$ cat config.mk
export PLATFORM = sky130hd
export DESIGN_NAME = scp_device_flat
export DESIGN_NICKNAME = d
export VERILOG_FILES = /design/src/inc/scp_pkg.sv /design/src/inc/scp_if.sv /design/src/scp_device.sv /design/src/flat_wrapper.sv
export VERILOG_INCLUDE_DIRS = /design/src /design/src/inc
export SDC_FILE = /design/constraint.sdc
export NUM_CORES = 1
export LEC_CHECK = 0
export BUFFER_PORTS_ARGS = -buffer_cell sky130_fd_sc_hd__buf_2
export CAP_MARGIN = 20
export CORE_MARGIN = 2
export CORE_UTILIZATION = 54
export CTS_CLUSTER_SIZE = 16
export DETAILED_ROUTE_END_ITERATION = 8
export PLACE_DENSITY_LB_ADDON = 0.15
export SLEW_MARGIN = 20
export SYNTH_ARGS = -nofsm -noshare
export SYNTH_HDL_FRONTEND = slang
export SYNTH_SLANG_ARGS = --single-unit
$ cat constraint.sdc
create_clock -name clk -period 2.5 [get_ports clk]
set_input_delay 0.5 -clock clk [delete_from_list [all_inputs] [get_ports clk]]
set_output_delay 0.5 -clock clk [all_outputs]
set_load 0.03 [all_outputs]
$ cat src/inc/scp_defs.svh
`ifndef SCP_DEFS_SVH
`define SCP_DEFS_SVH
`define SCP_INSTR_BITS       16
`define SCP_ADDR_BITS        15
`define SCP_BYTE_BITS        8
`define SCP_DIR_BIT          15
`define SCP_CFG_ADDR         15'h0000
`define SCP_CFG_RESET        8'h00
`define SCP_CFG_SOFTRST_HI   7
`define SCP_CFG_LSB_HI       6
`define SCP_CFG_STEP_HI      5
`define SCP_CFG_SDO_HI       4
`define SCP_CFG_SDO_LO       3
`define SCP_CFG_STEP_LO      2
`define SCP_CFG_LSB_LO       1
`define SCP_CFG_SOFTRST_LO   0
`define SCP_TUNE_ADDR        15'h0100
`define SCP_TUNE_BYTES       8
`define SCP_LOAD_ADDR        15'h0110
`define SCP_LOAD_MAIN_BIT    0
`define SCP_LOAD_CHAN_BIT    1
`define SCP_HREG_CTRL        12'h000
`define SCP_HREG_STAT        12'h004
`define SCP_HREG_DATA        12'h008
`define SCP_HREG_RDATA       12'h00c
`define SCP_HREG_CFG         12'h010
`define SCP_HALF_PERIOD      8'h07
`endif

$ cat src/inc/scp_pkg.sv
`default_nettype none
package scp_pkg;
    typedef enum logic [1:0] {SCP_IDLE, SCP_LOW, SCP_HIGH, SCP_DONE} scp_hstate_t;
endpackage
`default_nettype wire

$ cat src/inc/scp_if.sv
`timescale 1ns/1ps
`default_nettype none
interface scp_if;
    logic sclk;
    logic cs_n;
    logic sdio_host_o;
    logic sdio_host_oe;
    logic sdio_dev_o;
    logic sdio_dev_oe;
    logic sdio_i;
    logic separate_data_out;
    modport dev (input sclk, input cs_n, input sdio_i, output sdio_dev_o, output sdio_dev_oe, output separate_data_out);
    modport host (output sclk, output cs_n, output sdio_host_o, output sdio_host_oe, input sdio_i,
                  input separate_data_out);
endinterface
`default_nettype wire

$ cat src/scp_device.sv
// Register access over APB was left to the implementer.
`timescale 1ns/1ps
`default_nettype none
`include "scp_defs.svh"
module scp_device
    import scp_pkg::*;
#(
    parameter int TUNE_BYTES = `SCP_TUNE_BYTES
)(
    // Clock and reset.
    input  wire logic       clk,
    input  wire logic       rst,
    input  wire logic       ce,
    // Serial link.
    scp_if.dev              lnk,
    // User side.
    output logic [7:0]      cfg_out,
    output logic [7:0]      tune_out [TUNE_BYTES],
    output logic            soft_reset
);
    // ------------------------------------------------------------
    // Input synchronisers and edge detection.
    // ------------------------------------------------------------
    logic [1:0] sclk_s_r, cs_s_r, din_s_r;
    logic       sclk_d_r;
    // Only the second stage of each synchroniser is read.
    always_ff @(posedge clk)
    begin
        if (rst)
        begin
            sclk_s_r <= 2'h0;
            cs_s_r   <= 2'h3;
            din_s_r  <= 2'h0;
            sclk_d_r <= 1'b0;
        end
        else if (ce)
        begin
            sclk_s_r <= {sclk_s_r[0], lnk.sclk};
            cs_s_r   <= {cs_s_r[0], lnk.cs_n};
            din_s_r  <= {din_s_r[0], lnk.sdio_i};
            sclk_d_r <= sclk_s_r[1];
        end
    end
    wire sclk_q = sclk_s_r[1];
    wire cs_q   = cs_s_r[1];
    wire din_q  = din_s_r[1];
    wire rise   = ce & ~cs_q & sclk_q & ~sclk_d_r;
    wire fall   = ce & ~cs_q & ~sclk_q & sclk_d_r;
    // ------------------------------------------------------------
    // Frame state and registers.
    // ------------------------------------------------------------
    logic [4:0]  cnt_r;
    logic        instr_done_r;
    logic [15:0] sh_r;
    logic        rd_r;
    logic [14:0] addr_r;
    logic [7:0]  cfg_r;
    logic [7:0]  tshadow_r [TUNE_BYTES];
    logic [7:0]  tune_r [TUNE_BYTES];
    logic [7:0]  rbyte_r;
    logic [2:0]  rbit_r;
    logic        dout_r, oe_r, sdo_sel_r;
    // Configuration field decode, both mirrored copies must agree.
    wire lsb_first = cfg_r[`SCP_CFG_LSB_HI] & cfg_r[`SCP_CFG_LSB_LO];
    wire step_up   = cfg_r[`SCP_CFG_STEP_HI] & cfg_r[`SCP_CFG_STEP_LO];
    wire four_wire = cfg_r[`SCP_CFG_SDO_HI] & cfg_r[`SCP_CFG_SDO_LO];
    // Incoming bits enter from the top in LSB order, from the bottom otherwise.
    wire [15:0] sh_nxt = lsb_first ? {din_q, sh_r[15:1]} : {sh_r[14:0], din_q};
    wire [7:0]  byte_in = lsb_first ? sh_nxt[15:8] : sh_nxt[7:0];
    wire        byte_end = instr_done_r & (cnt_r[2:0] == 3'h7);
    wire        instr_end = ~instr_done_r & (cnt_r == 5'h0f);
    // Read mux over the mapped registers.
    function automatic logic [7:0] rd_mux(input logic [14:0] a);
        logic [7:0] v;
        v = 8'h00;
        if (a == `SCP_CFG_ADDR)
            v = cfg_r;
        for (int i = 0; i < TUNE_BYTES; i++)
            if (a == `SCP_TUNE_ADDR + 15'(i))
                v = tune_r[i];
        return v;
    endfunction
    wire [7:0] rd_byte = rd_mux(addr_r);
    // The first nibble, put in upper-half form, is mirrored into the lower half.
    wire [3:0] nib      = lsb_first ? {byte_in[0], byte_in[1], byte_in[2], byte_in[3]} : byte_in[7:4];
    wire [7:0] cfg_wval = {nib, nib[0], nib[1], nib[2], nib[3]};
    wire [14:0] addr_step = step_up ? addr_r + 15'h1 : addr_r - 15'h1;
    wire        wr_hit    = rise & byte_end & ~rd_r;
    wire        load_req  = wr_hit & (addr_r == `SCP_LOAD_ADDR) &
                            (byte_in[`SCP_LOAD_MAIN_BIT] | byte_in[`SCP_LOAD_CHAN_BIT]);
    // ------------------------------------------------------------
    // Serial receive, write and address stepping.
    // ------------------------------------------------------------
    always_ff @(posedge clk)
    begin
        if (rst | (ce & cs_q))
        begin
            cnt_r        <= 5'h00;
            instr_done_r <= 1'b0;
            sh_r         <= 16'h0000;
            if (rst)
            begin
                rd_r   <= 1'b0;
                addr_r <= 15'h0000;
                cfg_r  <= `SCP_CFG_RESET;
            end
        end
        else if (rise)
        begin
            sh_r  <= sh_nxt;
            cnt_r <= instr_end ? 5'h00 : cnt_r + 5'h01;
            if (instr_end)
            begin
                instr_done_r <= 1'b1;
                // Both shift directions leave the direction flag on top and the address below it.
                rd_r   <= sh_nxt[`SCP_DIR_BIT];
                addr_r <= sh_nxt[`SCP_ADDR_BITS-1:0];
            end
            if (byte_end)
            begin
                addr_r <= addr_step;
                if (~rd_r && addr_r == `SCP_CFG_ADDR)
                    cfg_r <= cfg_wval & ~8'h81;
            end
        end
    end
    // Tuning bytes land in a shadow and transfer together on a load request.
    genvar g;
    generate
        for (g = 0; g < TUNE_BYTES; g++)
        begin : g_tune
            always_ff @(posedge clk)
            begin
                if (rst)
                begin
                    tshadow_r[g] <= 8'h00;
                    tune_r[g]    <= 8'h00;
                end
                else
                begin
                    if (wr_hit && addr_r == `SCP_TUNE_ADDR + 15'(g))
                        tshadow_r[g] <= byte_in;
                    if (load_req)
                        tune_r[g] <= tshadow_r[g];
                end
            end
        end
    endgenerate
    // ------------------------------------------------------------
    // Read data launch on falling edges.
    // ------------------------------------------------------------
    always_ff @(posedge clk)
    begin
        if (rst | (ce & cs_q))
        begin
            rbit_r    <= 3'h0;
            rbyte_r   <= 8'h00;
            dout_r    <= 1'b0;
            oe_r      <= 1'b0;
            sdo_sel_r <= 1'b0;
        end
        else if (fall && instr_done_r && rd_r)
        begin
            // A new byte is fetched at each byte boundary so stepped reads see fresh data.
            if (rbit_r == 3'h0)
            begin
                rbyte_r <= rd_byte;
                dout_r  <= lsb_first ? rd_byte[0] : rd_byte[7];
            end
            else
                dout_r  <= lsb_first ? rbyte_r[rbit_r] : rbyte_r[3'h7 - rbit_r];
            rbit_r    <= rbit_r + 3'h1;
            oe_r      <= ~four_wire;
            sdo_sel_r <= four_wire;
        end
    end
    // Outputs.
    always_ff @(posedge clk)
    begin
        if (rst)
        begin
            lnk.sdio_dev_o        <= 1'b0;
            lnk.sdio_dev_oe       <= 1'b0;
            lnk.separate_data_out <= 1'b0;
            cfg_out               <= `SCP_CFG_RESET;
            soft_reset            <= 1'b0;
        end
        else if (ce)
        begin
            lnk.sdio_dev_o        <= dout_r;
            lnk.sdio_dev_oe       <= oe_r & ~cs_q;
            lnk.separate_data_out <= sdo_sel_r & ~cs_q & dout_r;
            cfg_out               <= cfg_r;
            soft_reset            <= wr_hit && addr_r == `SCP_CFG_ADDR && (cfg_wval[`SCP_CFG_SOFTRST_HI] |
                                     cfg_wval[`SCP_CFG_SOFTRST_LO]);
        end
    end
    assign tune_out = tune_r;
endmodule
`default_nettype wire

$ cat src/flat_wrapper.sv
// flat-port wrapper written by rule: the top's interface ports become plain ports
module scp_device_flat import scp_pkg::*;
#(
    parameter int TUNE_BYTES = `SCP_TUNE_BYTES
)
  (clk, rst, ce, cfg_out, tune_out, soft_reset, lnk_sclk, lnk_cs_n, lnk_sdio_i, lnk_sdio_dev_o, lnk_sdio_dev_oe, lnk_separate_data_out);
  scp_if lnk_i ();
  input  wire logic clk;
  input  wire logic rst;
  input  wire logic ce;
  output logic [7:0] cfg_out;
  output logic [7:0] tune_out[TUNE_BYTES];
  output logic soft_reset;
  input wire logic [$bits(lnk_i.sclk)-1:0] lnk_sclk;
  input wire logic [$bits(lnk_i.cs_n)-1:0] lnk_cs_n;
  input wire logic [$bits(lnk_i.sdio_i)-1:0] lnk_sdio_i;
  output wire logic [$bits(lnk_i.sdio_dev_o)-1:0] lnk_sdio_dev_o;
  output wire logic [$bits(lnk_i.sdio_dev_oe)-1:0] lnk_sdio_dev_oe;
  output wire logic [$bits(lnk_i.separate_data_out)-1:0] lnk_separate_data_out;
  assign lnk_i.sclk = lnk_sclk;
  assign lnk_i.cs_n = lnk_cs_n;
  assign lnk_i.sdio_i = lnk_sdio_i;
  assign lnk_sdio_dev_o = lnk_i.sdio_dev_o;
  assign lnk_sdio_dev_oe = lnk_i.sdio_dev_oe;
  assign lnk_separate_data_out = lnk_i.separate_data_out;
  scp_device #(.TUNE_BYTES(TUNE_BYTES)) u_core (.clk(clk), .rst(rst), .ce(ce), .lnk(lnk_i), .cfg_out(cfg_out), .tune_out(tune_out), .soft_reset(soft_reset));
endmodule
# Word-level counts from Yosys, hierarchy flattened
# Memories as Yosys holds them, arrays and structs flattened. A register that Yosys moved wholly into a read port is not among the register bits.
# Index checks and enable logic that the tools add are counted.
# Widths: inputs -> output; s select.
dict set report totals {
  register_bits 79
  ram_bits 64
  inputBits 6
  out_inout_bits 76
  wordCells 168
  memories 1
}
dict set report op_classes {
  add_sub_neg 5
  n_lt_le_gt_ge 2
  n_eq_ne 12
  muxes 69
  bitwise_logic 34
  reduce_logical 25
}
# name words word_bits read_ports rd_ports_with_merged_regs write_ports line_no
set mem_list {}
lappend mem_list {u_core.tshadow_r 8 8 8 8 8 scp_device.sv:58} ;# logic [7:0] tshadow_r [TUNE_BYTES];
# cell count
set ops {}
lappend ops {{$mux 8} 23}
lappend ops {{$eq 15x9->1 const B} 9}
lappend ops {{$mux 15} 6}
lappend ops {{$mux 1} 35}
lappend ops {{$and 1x1->1} 18}
lappend ops {{$mux 16} 1}
lappend ops {{$add 15x1->15 const B} 1}
lappend ops {{$logic_not 15->1} 1}
lappend ops {{$sub 15x1->15 const B} 1}
lappend ops {{$logic_and 1x1->1} 13}
lappend ops {{$or 1x1->1} 10}
lappend ops {{$lt 3x4->1 const B} 2}
lappend ops {{$reduce_bool 2->1} 4}
lappend ops {{$bmux 1 s3} 2}
lappend ops {{$not 1->1} 6}
lappend ops {{$reduce_and 3->1} 2}
lappend ops {{$add 5x1->5 const B} 1}
lappend ops {{$eq 5x4->1 const B} 1}
lappend ops {{$mux 5} 1}
lappend ops {{$mux 4} 1}
lappend ops {{$reduce_and 2->1} 2}
lappend ops {{$reduce_and 4->1} 1}
lappend ops {{$add 3x1->3 const B} 1}
lappend ops {{$eq 3x3->1 const B} 1}
lappend ops {{4 further kinds} 4}

# Longest topological paths before layout
# Gate-level depths: netlist (run 1).
dict set report depth {
  word_depth 12
  mapped_depth 10
  ltp_nobuf 8
}

# Worst setup path before layout (run 1)
# No wires, ideal clock.
dict set report synth_path {
  kind {input -> register}
  start {input ce}
  end {register u_core.addr_r[0] (enable)}
  t_arrival_ps 2301
  required_ps 2108
  path_slack_ps -193
  stages 5
  path_buffers 2
  cell_sequence {nor4bb_1 -> clkbuf_1 -> clkbuf_1 -> nor2_1 -> a21oi_1}
}
dict set report synth_between {
  elab_chain_len 5
  elab_cells_between_ends 9
}
# element line_no
set synth_rtl {}
lappend synth_rtl {{from (decl)} flat_wrapper.sv:10} ;# input wire logic ce;
lappend synth_rtl {{$and 1x1->1 (3 in a row)} scp_device.sv:47} ;# wire rise = ce & ~cs_q & sclk_q & ~sclk_d_r;
lappend synth_rtl {{$reduce_bool 2->1 (no source line)} --}
lappend synth_rtl {{$reduce_and 3->1 (no source line) (*)} --}
lappend synth_rtl {{to (signal assigned)} scp_device.sv:117} ;# addr_r <= sh_nxt[`SCP_ADDR_BITS-1:0];
lappend synth_rtl {{to (signal assigned)} scp_device.sv:121} ;# addr_r <= addr_step;
lappend synth_rtl {{to (decl)} scp_device.sv:56} ;# logic [14:0] addr_r;
# Mark *: on every way between the ends. The rest lies on a longest branch, timed or not.
# A chain may end at the register's enable or synchronous reset.

# Worst setup path in the final report (run 1)
dict set report layout_path {
  start {register u_core.addr_r[13]}
  end {register u_core.rbyte_r[5]}
}
dict set report layout_between {
  elab_chain_len 10
  elab_cells_between_ends 18
}
# element line_no
set layout_rtl {}
lappend layout_rtl {{$logic_not 15->1 (no source line)} --}
lappend layout_rtl {{$mux 8} scp_device.sv:76} ;# if (a == `SCP_CFG_ADDR)
lappend layout_rtl {{$mux 8 (7 in a row)} scp_device.sv:79} ;# if (a == `SCP_TUNE_ADDR + 15'(i))
lappend layout_rtl {{$mux 8 (*)} scp_device.sv:79}
lappend layout_rtl {{to (signal assigned)} scp_device.sv:167} ;# rbyte_r <= rd_byte;
lappend layout_rtl {{to (decl)} scp_device.sv:60} ;# logic [7:0] rbyte_r;
# Marks and branches as above.

==> flow_summary_export.csv, run 1 <==
group,metric,value,unit
floorplanning,start_util,55.64,%
clocking,clock_latency,440,ps
clocking,cts_root_buf,"clkbuf_16",
drt,drc,0,
yosys,syn_area_per_cell,9.560,µm²
timing,fin_worst_skew,16.01,ps
clocking,cts_sinks,197,
drt,wl_per_cell,19.61,µm
place,dp_hpwl,17530,µm
yosys,synth_top_area_share,26.82,%
global_route,grt_overflow,0,
drt,drt_iter0_drc,614,
yosys,ys_top_cells_by_area,"edfxtp_1 27%, dfxtp_1 25%, nand2_1 5.4%",
pwr,p_sw_share,23.91,%
global_route,grt_max_degree,82,
critical_path,crit_top_cell,"or4_4",
layout,finalNonFillerCells,1307,
timing,setup_slack,45.22,ps
drt,avgViaCountPerCell,5.932,
layout,final_common_cell,"nand2_1",
timing,fmax,407.4,MHz
critical_path,start_kind,"register",
critical_path,critPathSlowestCell,"or4_4",
hold_path,min_path_type,"in -> reg",
global_route,antenna_found_initial,0,
clocking,path_clk_slew,70,ps
pwr,power,6453,µW
floorplanning,die_area,18270,µm²
place,place_ws,-86.68,ps
yosys,synth-seq-cells,197,
yosys,yosys_warnings,0,
clocking,clk_path_buf_depth,2,
pwr,p_sw,1543,µW
critical_path,path_class,"reg -> reg",
floorplanning,coreArea,16700,µm²
pwr,p_int,4910,µW
timing,min_period,2455,ps
drt,finalWirelength,25630,µm
layout,layout_common_cells,"134 x nand2_1, 127 x nor2_1, 114 x dfxtp_1, 94 x a21oi_1, 83 x edfxtp_1",
global_route,grtUsageTotal,28.63,%
floorplanning,rows,47,
pwr,power_frac_clock,40.3,%
timing,report.final.hold_viol_count,0,
clocking,tritoncts,"done",
timing,maxSlewHeadroom,39.61,%
clocking,cts-htree-levels,4,
clocking,cts_made_buffers,17,
layout,n_antenna_cell,0,
layout,syn_to_final_growth,16.99,%
critical_path,crit_buf_inv,0,
drt,ant_nets,0,
pwr,worst_ir_drop_vdd,0.0004647,V
timing,timing.final.crit_share,98.19,%
critical_path,endpoint_kind,"register",
place,routabilityCongestion,0.8781,
critical_path,crit_fanout,6,
floorplanning,pin_count,82,
layout,nets,1098,
floorplanning,die_height,135.2,µm
yosys,post_synth_inst_count,972,
yosys,syn_area,9293,µm²
drt,dr.pass1.iters,5,
place,io_buffer_count,79,
floorplanning,die_w,135.2,µm
pwr,powerDensity,593.5,nW/µm²
status,outcome,"complete, no violations",
critical_path,worstPathArrival,2810,ps
timing,rsz0062_at_grt,"true",
pwr,leakage,0.003848,µW
timing,worst_pin_slew,905.9,ps
yosys,ys_seq_area_share,51.38,%
global_route,grt_pass1_vias,7039,
timing,slew_violations,0,
flow_run,max_cap_viol_count,0,
critical_path,crit_family,"simple AND/OR/NAND/NOR gates",
layout,fillers,1396,
drt,num_vias,7753,
critical_path,critical_path.cell_chain,"or4_4, or3_4, or4_4, o211ai_1, a21oi_1, o22ai_1",
timing,setup_viol,0,
pwr,p_comb_share,6.1,%
layout,drive_above_1_share,23.74,%
critical_path,max_stage_delay,610,ps
pwr,seqPwrFrac,53.6,%
critical_path,critPathRequiredTime,2860,ps
place,dp.cells,1268,
yosys,synth_edf_count,83,
yosys,async_reset_ff_share,0,%
yosys,synthFlopType,"dfxtp_1",
yosys,yosysUniqueCellTypes,72,
global_route,grt_first_pass_wirelength,39690,µm
yosys,synth_top_area_cell,"edfxtp_1",
[repair_timing]
item,CTS,global route
gates resized for setup,6,9
setup buffers,1,4
setup endpoints to repair,4,32
hold buffers,0,0
cloned,1,1
pin swaps,1,6
[registers in the layout, indices dropped and copies added, names as in the netlist, 2 cells and up]
signal and flops:
u_core.cfg_out 3, u_core.cfg_r 3, u_core.rbit_r 3, u_core.din_s_r 2
u_core.cs_s_r 2, u_core.addr_r 15, u_core.tune_out 64, u_core.sclk_s_r 2
u_core.rbyte_r 8, u_core.tshadow_r 64, u_core.cnt_r 5, u_core.sh_r 16
[worst paths after layout]
path                     start                end  slack [ps]  cells after the start
max          u_core.addr_r[13]  u_core.rbyte_r[5]          50                      6
min                   lnk_cs_n   u_core.cs_s_r[0]         280                      2
max reg2reg  u_core.addr_r[13]  u_core.rbyte_r[5]          50                      6
min reg2reg   u_core.cs_s_r[0]   u_core.cs_s_r[1]         460                      1
[synth_stat cells (all sizes together) (4+ instances only)]
cell and count:
nand3 27, xor2 5, nor4b 4, a21o 9, and3 11, nor2 129, mux2i 28, inv 7
xnor2 8, nor2b 16, clkbuf 39, o21ai 13, o22ai 5, o211ai 7, nor4 7, a211oi 26
a22oi 8, nand2b 13, buf 27, nor3 18, dfxtp 114, nand2 154, nand3b 4, a31o 5
o221ai 6, or3 4, nand4b 5, a21oi 118, and2 5, ha 17, edfxtp 83
[per-stage QoR]
| stage | utilization (%) | hold slack, ps | area [µm²] | setup TNS (ps) |
|---|---|---|---|---|
| after floorplan | - | 431.4 | 9318 | -92.97 |
| final | 65.10 | 281.7 | 10870 | 0 |
| after global routing | 65.10 | 286.1 | 10870 | -149.8 |
| after global placement | 61.01 | 442.9 | 10190 | -101.1 |
| after detailed placement | 61.01 | 442.9 | 10190 | -175.9 |
| after CTS | 64.47 | 271.2 | 10770 | 0 |
[area by class of cell]
class	instances	area [µm²]	share of cell area, %
multi-input cells	703	4258	39.16
clock inverters	12	93.84	0.8632
flip-flops and latches	197	4775	43.92
repair buffers	147	975.9	8.977
clock buffers	20	456.7	4.201
repair inverters	1	7.507	0.06905
well taps	220	275.3	2.532
inverters	7	30.03	0.2762
[power groups by stage]
stage	sequential (µW)	clock, µW	combinational [µW]
2_1_floorplan	3520	0	251
3_3_place_gp	3530	0	366
3_5_place_dp	3530	0	367
4_1_cts	3460	2620	374
5_1_grt	3460	2750	424
6_report	3460	2600	394
[metal layers]
layer | GRT usage (%) | part of all wire [%] | routed length (µm)
met1 | 42.31 | 46 | 11680
met2 | 42.58 | 45 | 11640
met3 | 5.836 | 7.1 | 1829
met4 | 8.796 | 1.9 | 486
met5 | 0 | 0 | 0
[kinds of logic (layout without fill, tap and decap cells)]
| kind of cell | after synthesis | after routing | share of synthesized area, % |
|---|---|---|---|
| buffers and inverters | 73 | 187 | 3.932 |
| AO/OA/AOI/OAI | 224 | 224 | 15.79 |
| flip-flops | 197 | 197 | 51.38 |
| XOR/XNOR | 13 | 13 | 1.225 |
| AND/OR/NAND/NOR | 415 | 415 | 21.38 |
| other | 1 | 2 | 0.04035 |
| multiplexers | 31 | 31 | 3.743 |
| adder cells (fa/ha/maj) | 18 | 18 | 2.504 |
No activity file was read; power rests on OpenSTA's default activity.
==> run 2: changes to the inputs <==
--- a/config.mk
+++ b/config.mk
@@ -6,6 +6,7 @@
 export SDC_FILE = /design/constraint.sdc
 export NUM_CORES = 1
 export LEC_CHECK = 0
+export ABC_AREA = 1
 export BUFFER_PORTS_ARGS = -buffer_cell sky130_fd_sc_hd__buf_2
 export CAP_MARGIN = 20
 export CORE_MARGIN = 2
==> run 2 against run 1 <==
Area after synthesis down 0.32%. Global-route usage is 0.13 points lower. Routed wire length hardly changed. Sequential share of layout area is 0.74 points higher. Highest routed layer unchanged. Critical endpoint is now u_core.addr_r[10].
==> flow_summary_export.csv, run 2 <==
group,metric,value,unit
timing,report.final.hold_viol_count,0,
yosys,async_reset_ff_share,0,%
pwr,p_sw_share,24.52,%
global_route,grt_max_degree,69,
layout,nets,1238,
floorplanning,coreArea,16700,µm²
floorplanning,die_w,135.0,µm
layout,layout_common_cells,"202 x nor2_1, 125 x nand2_1, 114 x dfxtp_1, 88 x inv_1, 83 x edfxtp_1",
place,place_ws,67.13,ps
clocking,tritoncts,"done",
critical_path,endpoint_kind,"register",
pwr,p_int,4928,µW
drt,avgViaCountPerCell,5.757,
critical_path,critPathRequiredTime,2700,ps
timing,timing.final.crit_share,94.54,%
clocking,clock_latency,440,ps
global_route,grt_overflow,0,
global_route,grt_use_met3,5.293,%
critical_path,r2r_start,"u_core.cfg_r[5]",
drt,finalWirelength,25610,µm
status,outcome,"complete, no violations",
place,dp_hpwl,17310,µm
pwr,power_frac_clock,41.4,%
pwr,p_sw,1601,µW
yosys,synth_edf_count,83,
yosys,ys_seq_area_share,51.55,%
drt,dr.pass1.iters,5,
layout,drive_above_1_share,15.25,%
place,io_buffer_count,79,
yosys,synth_top_area_share,26.91,%
clocking,cts_root_buf,"clkbuf_16",
timing,maxSlewHeadroom,46.70,%
global_route,grt_util_met1,40.28,%
pwr,p_comb_share,6.1,%
floorplanning,start_util,55.46,%
timing,setup_slack,136.5,ps
yosys,syn_area,9263,µm²
timing,fin_worst_skew,10.71,ps
timing,fmax,423.1,MHz
pwr,seqPwrFrac,52.6,%
clocking,path_clk_slew,70,ps
yosys,synth_top_area_cell,"edfxtp_1",
clocking,cts-htree-levels,4,
drt,drt_iter0_drc,873,
hold_path,min_path_type,"in -> reg",
clocking,cts_sinks,197,
timing,min_period,2364,ps
yosys,post_synth_inst_count,1126,
layout,n_antenna_cell,0,
timing,setup_viol,0,
place,routabilityCongestion,0.8639,
layout,final_common_cell,"nor2_1",
yosys,ys_top_cells_by_count,"203 x nor2_1, 127 x nand2_1, 114 x dfxtp_1",
pwr,leakage,0.004133,µW
timing,worst_pin_slew,799.6,ps
clocking,cts_made_buffers,17,
pwr,powerDensity,610.6,nW/µm²
global_route,grt_first_pass_wirelength,40280,µm
yosys,syn_area_per_cell,8.226,µm²
layout,finalNonFillerCells,1446,
layout,syn_to_final_growth,15.43,%
floorplanning,pin_count,82,
place,dp.cells,1408,
flow_run,max_cap_viol_count,0,
yosys,post-synth-top-count-cell,"nor2_1",
yosys,synth-seq-cells,197,
global_route,top_usage_layer,"met2",
drt,num_vias,8324,
critical_path,crit_start,"u_core.cfg_r[5]",
floorplanning,rows,47,
global_route,met2_usage,44.92,%
global_route,grtUsageTotal,28.51,%
yosys,synthFlopType,"dfxtp_1",
clocking,clk_path_buf_depth,2,
yosys,yosysUniqueCellTypes,42,
yosys,ys_top_cells_by_area,"edfxtp_1 27%, dfxtp_1 25%, nor2_1 8.2%",
drt,ant_nets,0,
critical_path,worstPathArrival,2560,ps
hold_path,hp-start,"lnk_cs_n",
drt,wl_per_cell,17.71,µm
critical_path,path_class,"reg -> reg",
pwr,worst_ir_drop_vdd,0.0005853,V
yosys,yosys_warnings,0,
floorplanning,die_area,18220,µm²
drt,drc,0,
critical_path,crit_fanout,7,
global_route,grt_pass1_vias,7557,
critical_path,start_kind,"register",
floorplanning,die_height,135.0,µm
global_route,antenna_found_initial,0,
timing,slew_violations,0,
[run 2: changes by cell type in the layout (fill, tap and decap cells not counted), sizes merged, moves of 25 or more]
| cell | delta |
|---|---|
| a21oi | -45 |
| mux2i | -28 |
| nor2 | +75 |
| nor3 | +55 |
| nand3 | +47 |
| inv | +87 |
| o21ai | +58 |
| a211oi | -25 |
| nand2 | -26 |
| nor4 | +60 |
[run 2: critical path, stage by stage (launching register included)]
cell,delay (ps)
edfxtp_1,410
clkinvlp_4,160
buf_4,190
ha_1,360
a21oi_1,200
o21ai_0,130
a21oi_1,220
o21ai_0,140
a21oi_1,140
o21ai_0,90
nand3_1,70
inv_1,40
[run 2: per-layer routing]
metal	share of wire, %	vias to the layer above	wire length, µm
li1	-	4059	-
met1	44	3874	11230
met2	47	344	12000
met3	7.1	47	1823
met4	2.2	0	554
met5	0	-	0
[run 2: area by class of cell]
class | instances | area, µm²
tap | 220 | 275.3
sequential | 197 | 4775
clock buffer | 17 | 425.4
multi-input combinational | 768 | 3852
clock inverter | 14 | 146.4
inverter | 94 | 356.6
fill | 1454 | 6010
timing repair buffer | 136 | 860.8
[run 2: logic make-up (layout without fill, tap and decap cells)]
kind of cell	count (synthesis)	count (layout)	synth area share, %
compound gates	173	173	10.12
xor+xnor	8	8	0.7565
fa+ha+maj	18	18	2.512
buf+inv	162	261	7.254
flops	197	197	51.55
other cells	1	2	0.04049
simple gates	567	567	27.77
[run 2: final timing paths]
path,cells past startpoint,slack (ps),endpoint
max reg2reg,11,140,u_core.addr_r[10]
max,11,140,u_core.addr_r[10]
min,3,270,u_core.cs_s_r[0]
min reg2reg,2,460,u_core.cs_s_r[0]
[run 2: power by group through the flow]
stage	clock network (µW)	registers, µW	logic [µW]
after CTS	2710	3430	376
after detailed placement	0	3510	373
after global routing	2850	3440	436
after global placement	0	3500	371
final	2700	3430	396
after floorplan	0	3500	257
[run 2: stage by stage]
step	utilization, %	total power (µW)	area, µm²	hold slack [ps]	setup TNS [ps]
after global routing	64.02	6726	10690	285.3	-71.05
after detailed placement	60.09	3879	10040	442.7	0
after global placement	60.09	3875	10040	437.9	0
after CTS	63.52	6522	10610	263.8	0
after floorplan	-	3760	9266	429.2	0
final	64.02	6529	10690	270.1	0
[run 2: repair_timing]
item	4_1_cts	5_1_grt
buffers inserted	0	7
endpoints found under the hold margin	0	0
gates resized for setup	0	8
endpoints found under the setup margin	0	6
hold buffers	0	0
==> run 3: changes to the inputs <==
--- a/config.mk
+++ b/config.mk
@@ -9,6 +9,7 @@
 export ABC_AREA = 1
 export BUFFER_PORTS_ARGS = -buffer_cell sky130_fd_sc_hd__buf_2
 export CAP_MARGIN = 20
+export CORE_ASPECT_RATIO = 1.2
 export CORE_MARGIN = 2
 export CORE_UTILIZATION = 54
 export CTS_CLUSTER_SIZE = 16
==> run 3 against run 2 <==
Clock power increased by 3%. Global-route usage down 0.76 points. Worst hold slack worse by 8.5 ps. Die area barely moved. Power increased by 0.99%. Clock skew decreased by 3.8 ps. Non-clock buffer count shrank 5.
==> flow_summary_export.csv, run 3 (synthesis gave the netlist of run 2 again) <==
group,metric,value,unit
critical_path,endpoint_kind,"register",
clocking,cts_sinks,197,
floorplanning,pin_count,82,
critical_path,crit_buf_inv,2,
clocking,cts_root_buf,"clkbuf_16",
layout,n_antenna_cell,0,
place,place_area,10030,µm²
place,routabilityCongestion,0.8733,
layout,drive_above_1_share,14.57,%
global_route,antenna_found_initial,0,
floorplanning,die_w,123.6,µm
critical_path,r2r_start,"u_core.cfg_r[1]",
drt,ant_nets,0,
clocking,cts_made_buffers,17,
drt,finalWirelength,25040,µm
layout,syn_to_final_growth,14.99,%
critical_path,crit_family,"simple AND/OR/NAND/NOR gates",
place,io_buffer_count,79,
clocking,clk_path_buf_depth,2,
critical_path,worst-path-stages,9,
critical_path,endpoint,"u_core.tune_out[44]",
drt,drt_iter0_drc,678,
floorplanning,coreArea,16850,µm²
timing,slew_violations,0,
critical_path,crit_top_cell,"nor2_1",
layout,final_common_cell,"nor2_1",
global_route,grt_overflow,0,
drt,dr.pass1.iters,6,
global_route,grt_first_pass_wirelength,38540,µm
layout,nets,1233,
timing,maxSlewHeadroom,44.54,%
drt,wl_per_cell,17.41,µm
place,dp_hpwl,17430,µm
critical_path,crit_start,"u_core.cfg_r[1]",
critical_path,start_kind,"register",
timing,worst_pin_slew,831.9,ps
status,outcome,"complete, no violations",
floorplanning,die_area,18220,µm²
critical_path,critPathRequiredTime,2870,ps
drt,drc,0,
global_route,grtUsageTotal,27.75,%
layout,layout_common_cells,"201 x nor2_1, 126 x nand2_1, 114 x dfxtp_1, 88 x inv_1, 83 x edfxtp_1",
timing,timing.final.crit_share,93.47,%
drt,avgViaCountPerCell,5.735,
critical_path,max_stage_delay,490,ps
critical_path,critPathSlowestCell,"edfxtp_1",
hold_path,min_path_type,"in -> reg",
timing,finalHoldWorstSlack,261.5,ps
global_route,grt_pass1_vias,7312,
floorplanning,start_util,54.97,%
clocking,path_clk_slew,80,ps
clocking,hold_buffers,0,
floorplanning,die_height,147.5,µm
pwr,powerDensity,619.0,nW/µm²
critical_path,crit_fanout,50,
flow_run,max_cap_viol_count,0,
critical_path,reg2reg_depth,9,
timing,fmax,428.0,MHz
pwr,worst_ir_drop_vdd,0.0004563,V
layout,finalNonFillerCells,1438,
floorplanning,rows,52,
timing,setup_viol,0,
pwr,leakage,0.004147,µW
timing,min_period,2337,ps
critical_path,reg2reg_slack,160,ps
global_route,grt_max_degree,69,
clocking,tritoncts,"done",
clocking,cts-htree-levels,4,
critical_path,worstPathArrival,2700,ps
critical_path,critical_path.cell_chain,"buf_4, nor2_1, nor2_1, a21oi_1, nand2_4, nor3_4, buf_12, nor2_1, nor3_1",
critical_path,worstReg2RegEnd,"u_core.tune_out[44]",
layout,design_area,10650,µm²
timing,report.final.hold_viol_count,0,
layout,multi_input_area,3836,µm²
timing,fin_worst_skew,6.933,ps
layout,fillers,1502,
pwr,power,6593,µW
place,dp.cells,1404,
critical_path,path_class,"reg -> reg",
drt,num_vias,8247,
clocking,clock_latency,450,ps
layout,seqCellArea,4775,µm²
timing,setup_tns,0,ps
-- run 3: worst min path at each step --
stage | startpoint | endpoint | slack (ps) | cells past startpoint
after global routing | lnk_cs_n | u_core.cs_s_r[0] | 270 | 3
after detailed placement | u_core.cs_s_r[0] | u_core.cs_s_r[0] | 440 | 2
after global placement | u_core.cs_s_r[0] | u_core.cs_s_r[0] | 440 | 2
after floorplan | u_core.cs_s_r[0] | u_core.cs_s_r[0] | 430 | 2
after CTS | lnk_cs_n | u_core.cs_s_r[0] | 250 | 3
final | lnk_cs_n | u_core.cs_s_r[0] | 260 | 3
-- run 3: cell type report --
class                   count  share of cell area (%)
well taps                 216                   2.537
flip-flops and latches    197                   44.83
repair buffers            131                   7.729
clock buffers              18                   4.029
inverters                  94                   3.313
multi-input cells         768                   36.02
clock inverters            14                   1.551
-- run 3: routing by layer --
layer	global-route usage, %	wire, µm	up-vias
li1	-	-	4041
met2	46.87	12490	292
met1	36.14	10600	3880
met5	0	0	-
met4	8.977	493	0
met3	4.514	1451	34
-- run 3: worst min-delay path: cells and delay by family --
kind / cells / cell delay (ps)
AND/OR/NAND/NOR: 2 / 100
buffers and inverters: 1 / 70
-- run 3: power breakdown --
group | internal [µW] | switching (µW) | leakage [µW]
Sequential | 3400 | 31.4 | 0.00178
Clock | 1430 | 1350 | 0.000293
Combinational | 115 | 267 | 0.00208
-- run 3: repair_timing --
action	4_1_cts	5_1_grt
buffers inserted	0	2
endpoints found under the hold margin	0	0
resized for setup	0	4
endpoints found under the setup margin	0	53
-- run 3: per-stage QoR --
stage | utilization [%] | setup slack [ps]
floorplan | - | 15.19
global placement | 59.53 | 191.8
detailed placement | 59.53 | 180.2
global route | 63.21 | -0.8216
CTS | 63.05 | 163.4
finish | 63.21 | 163.4
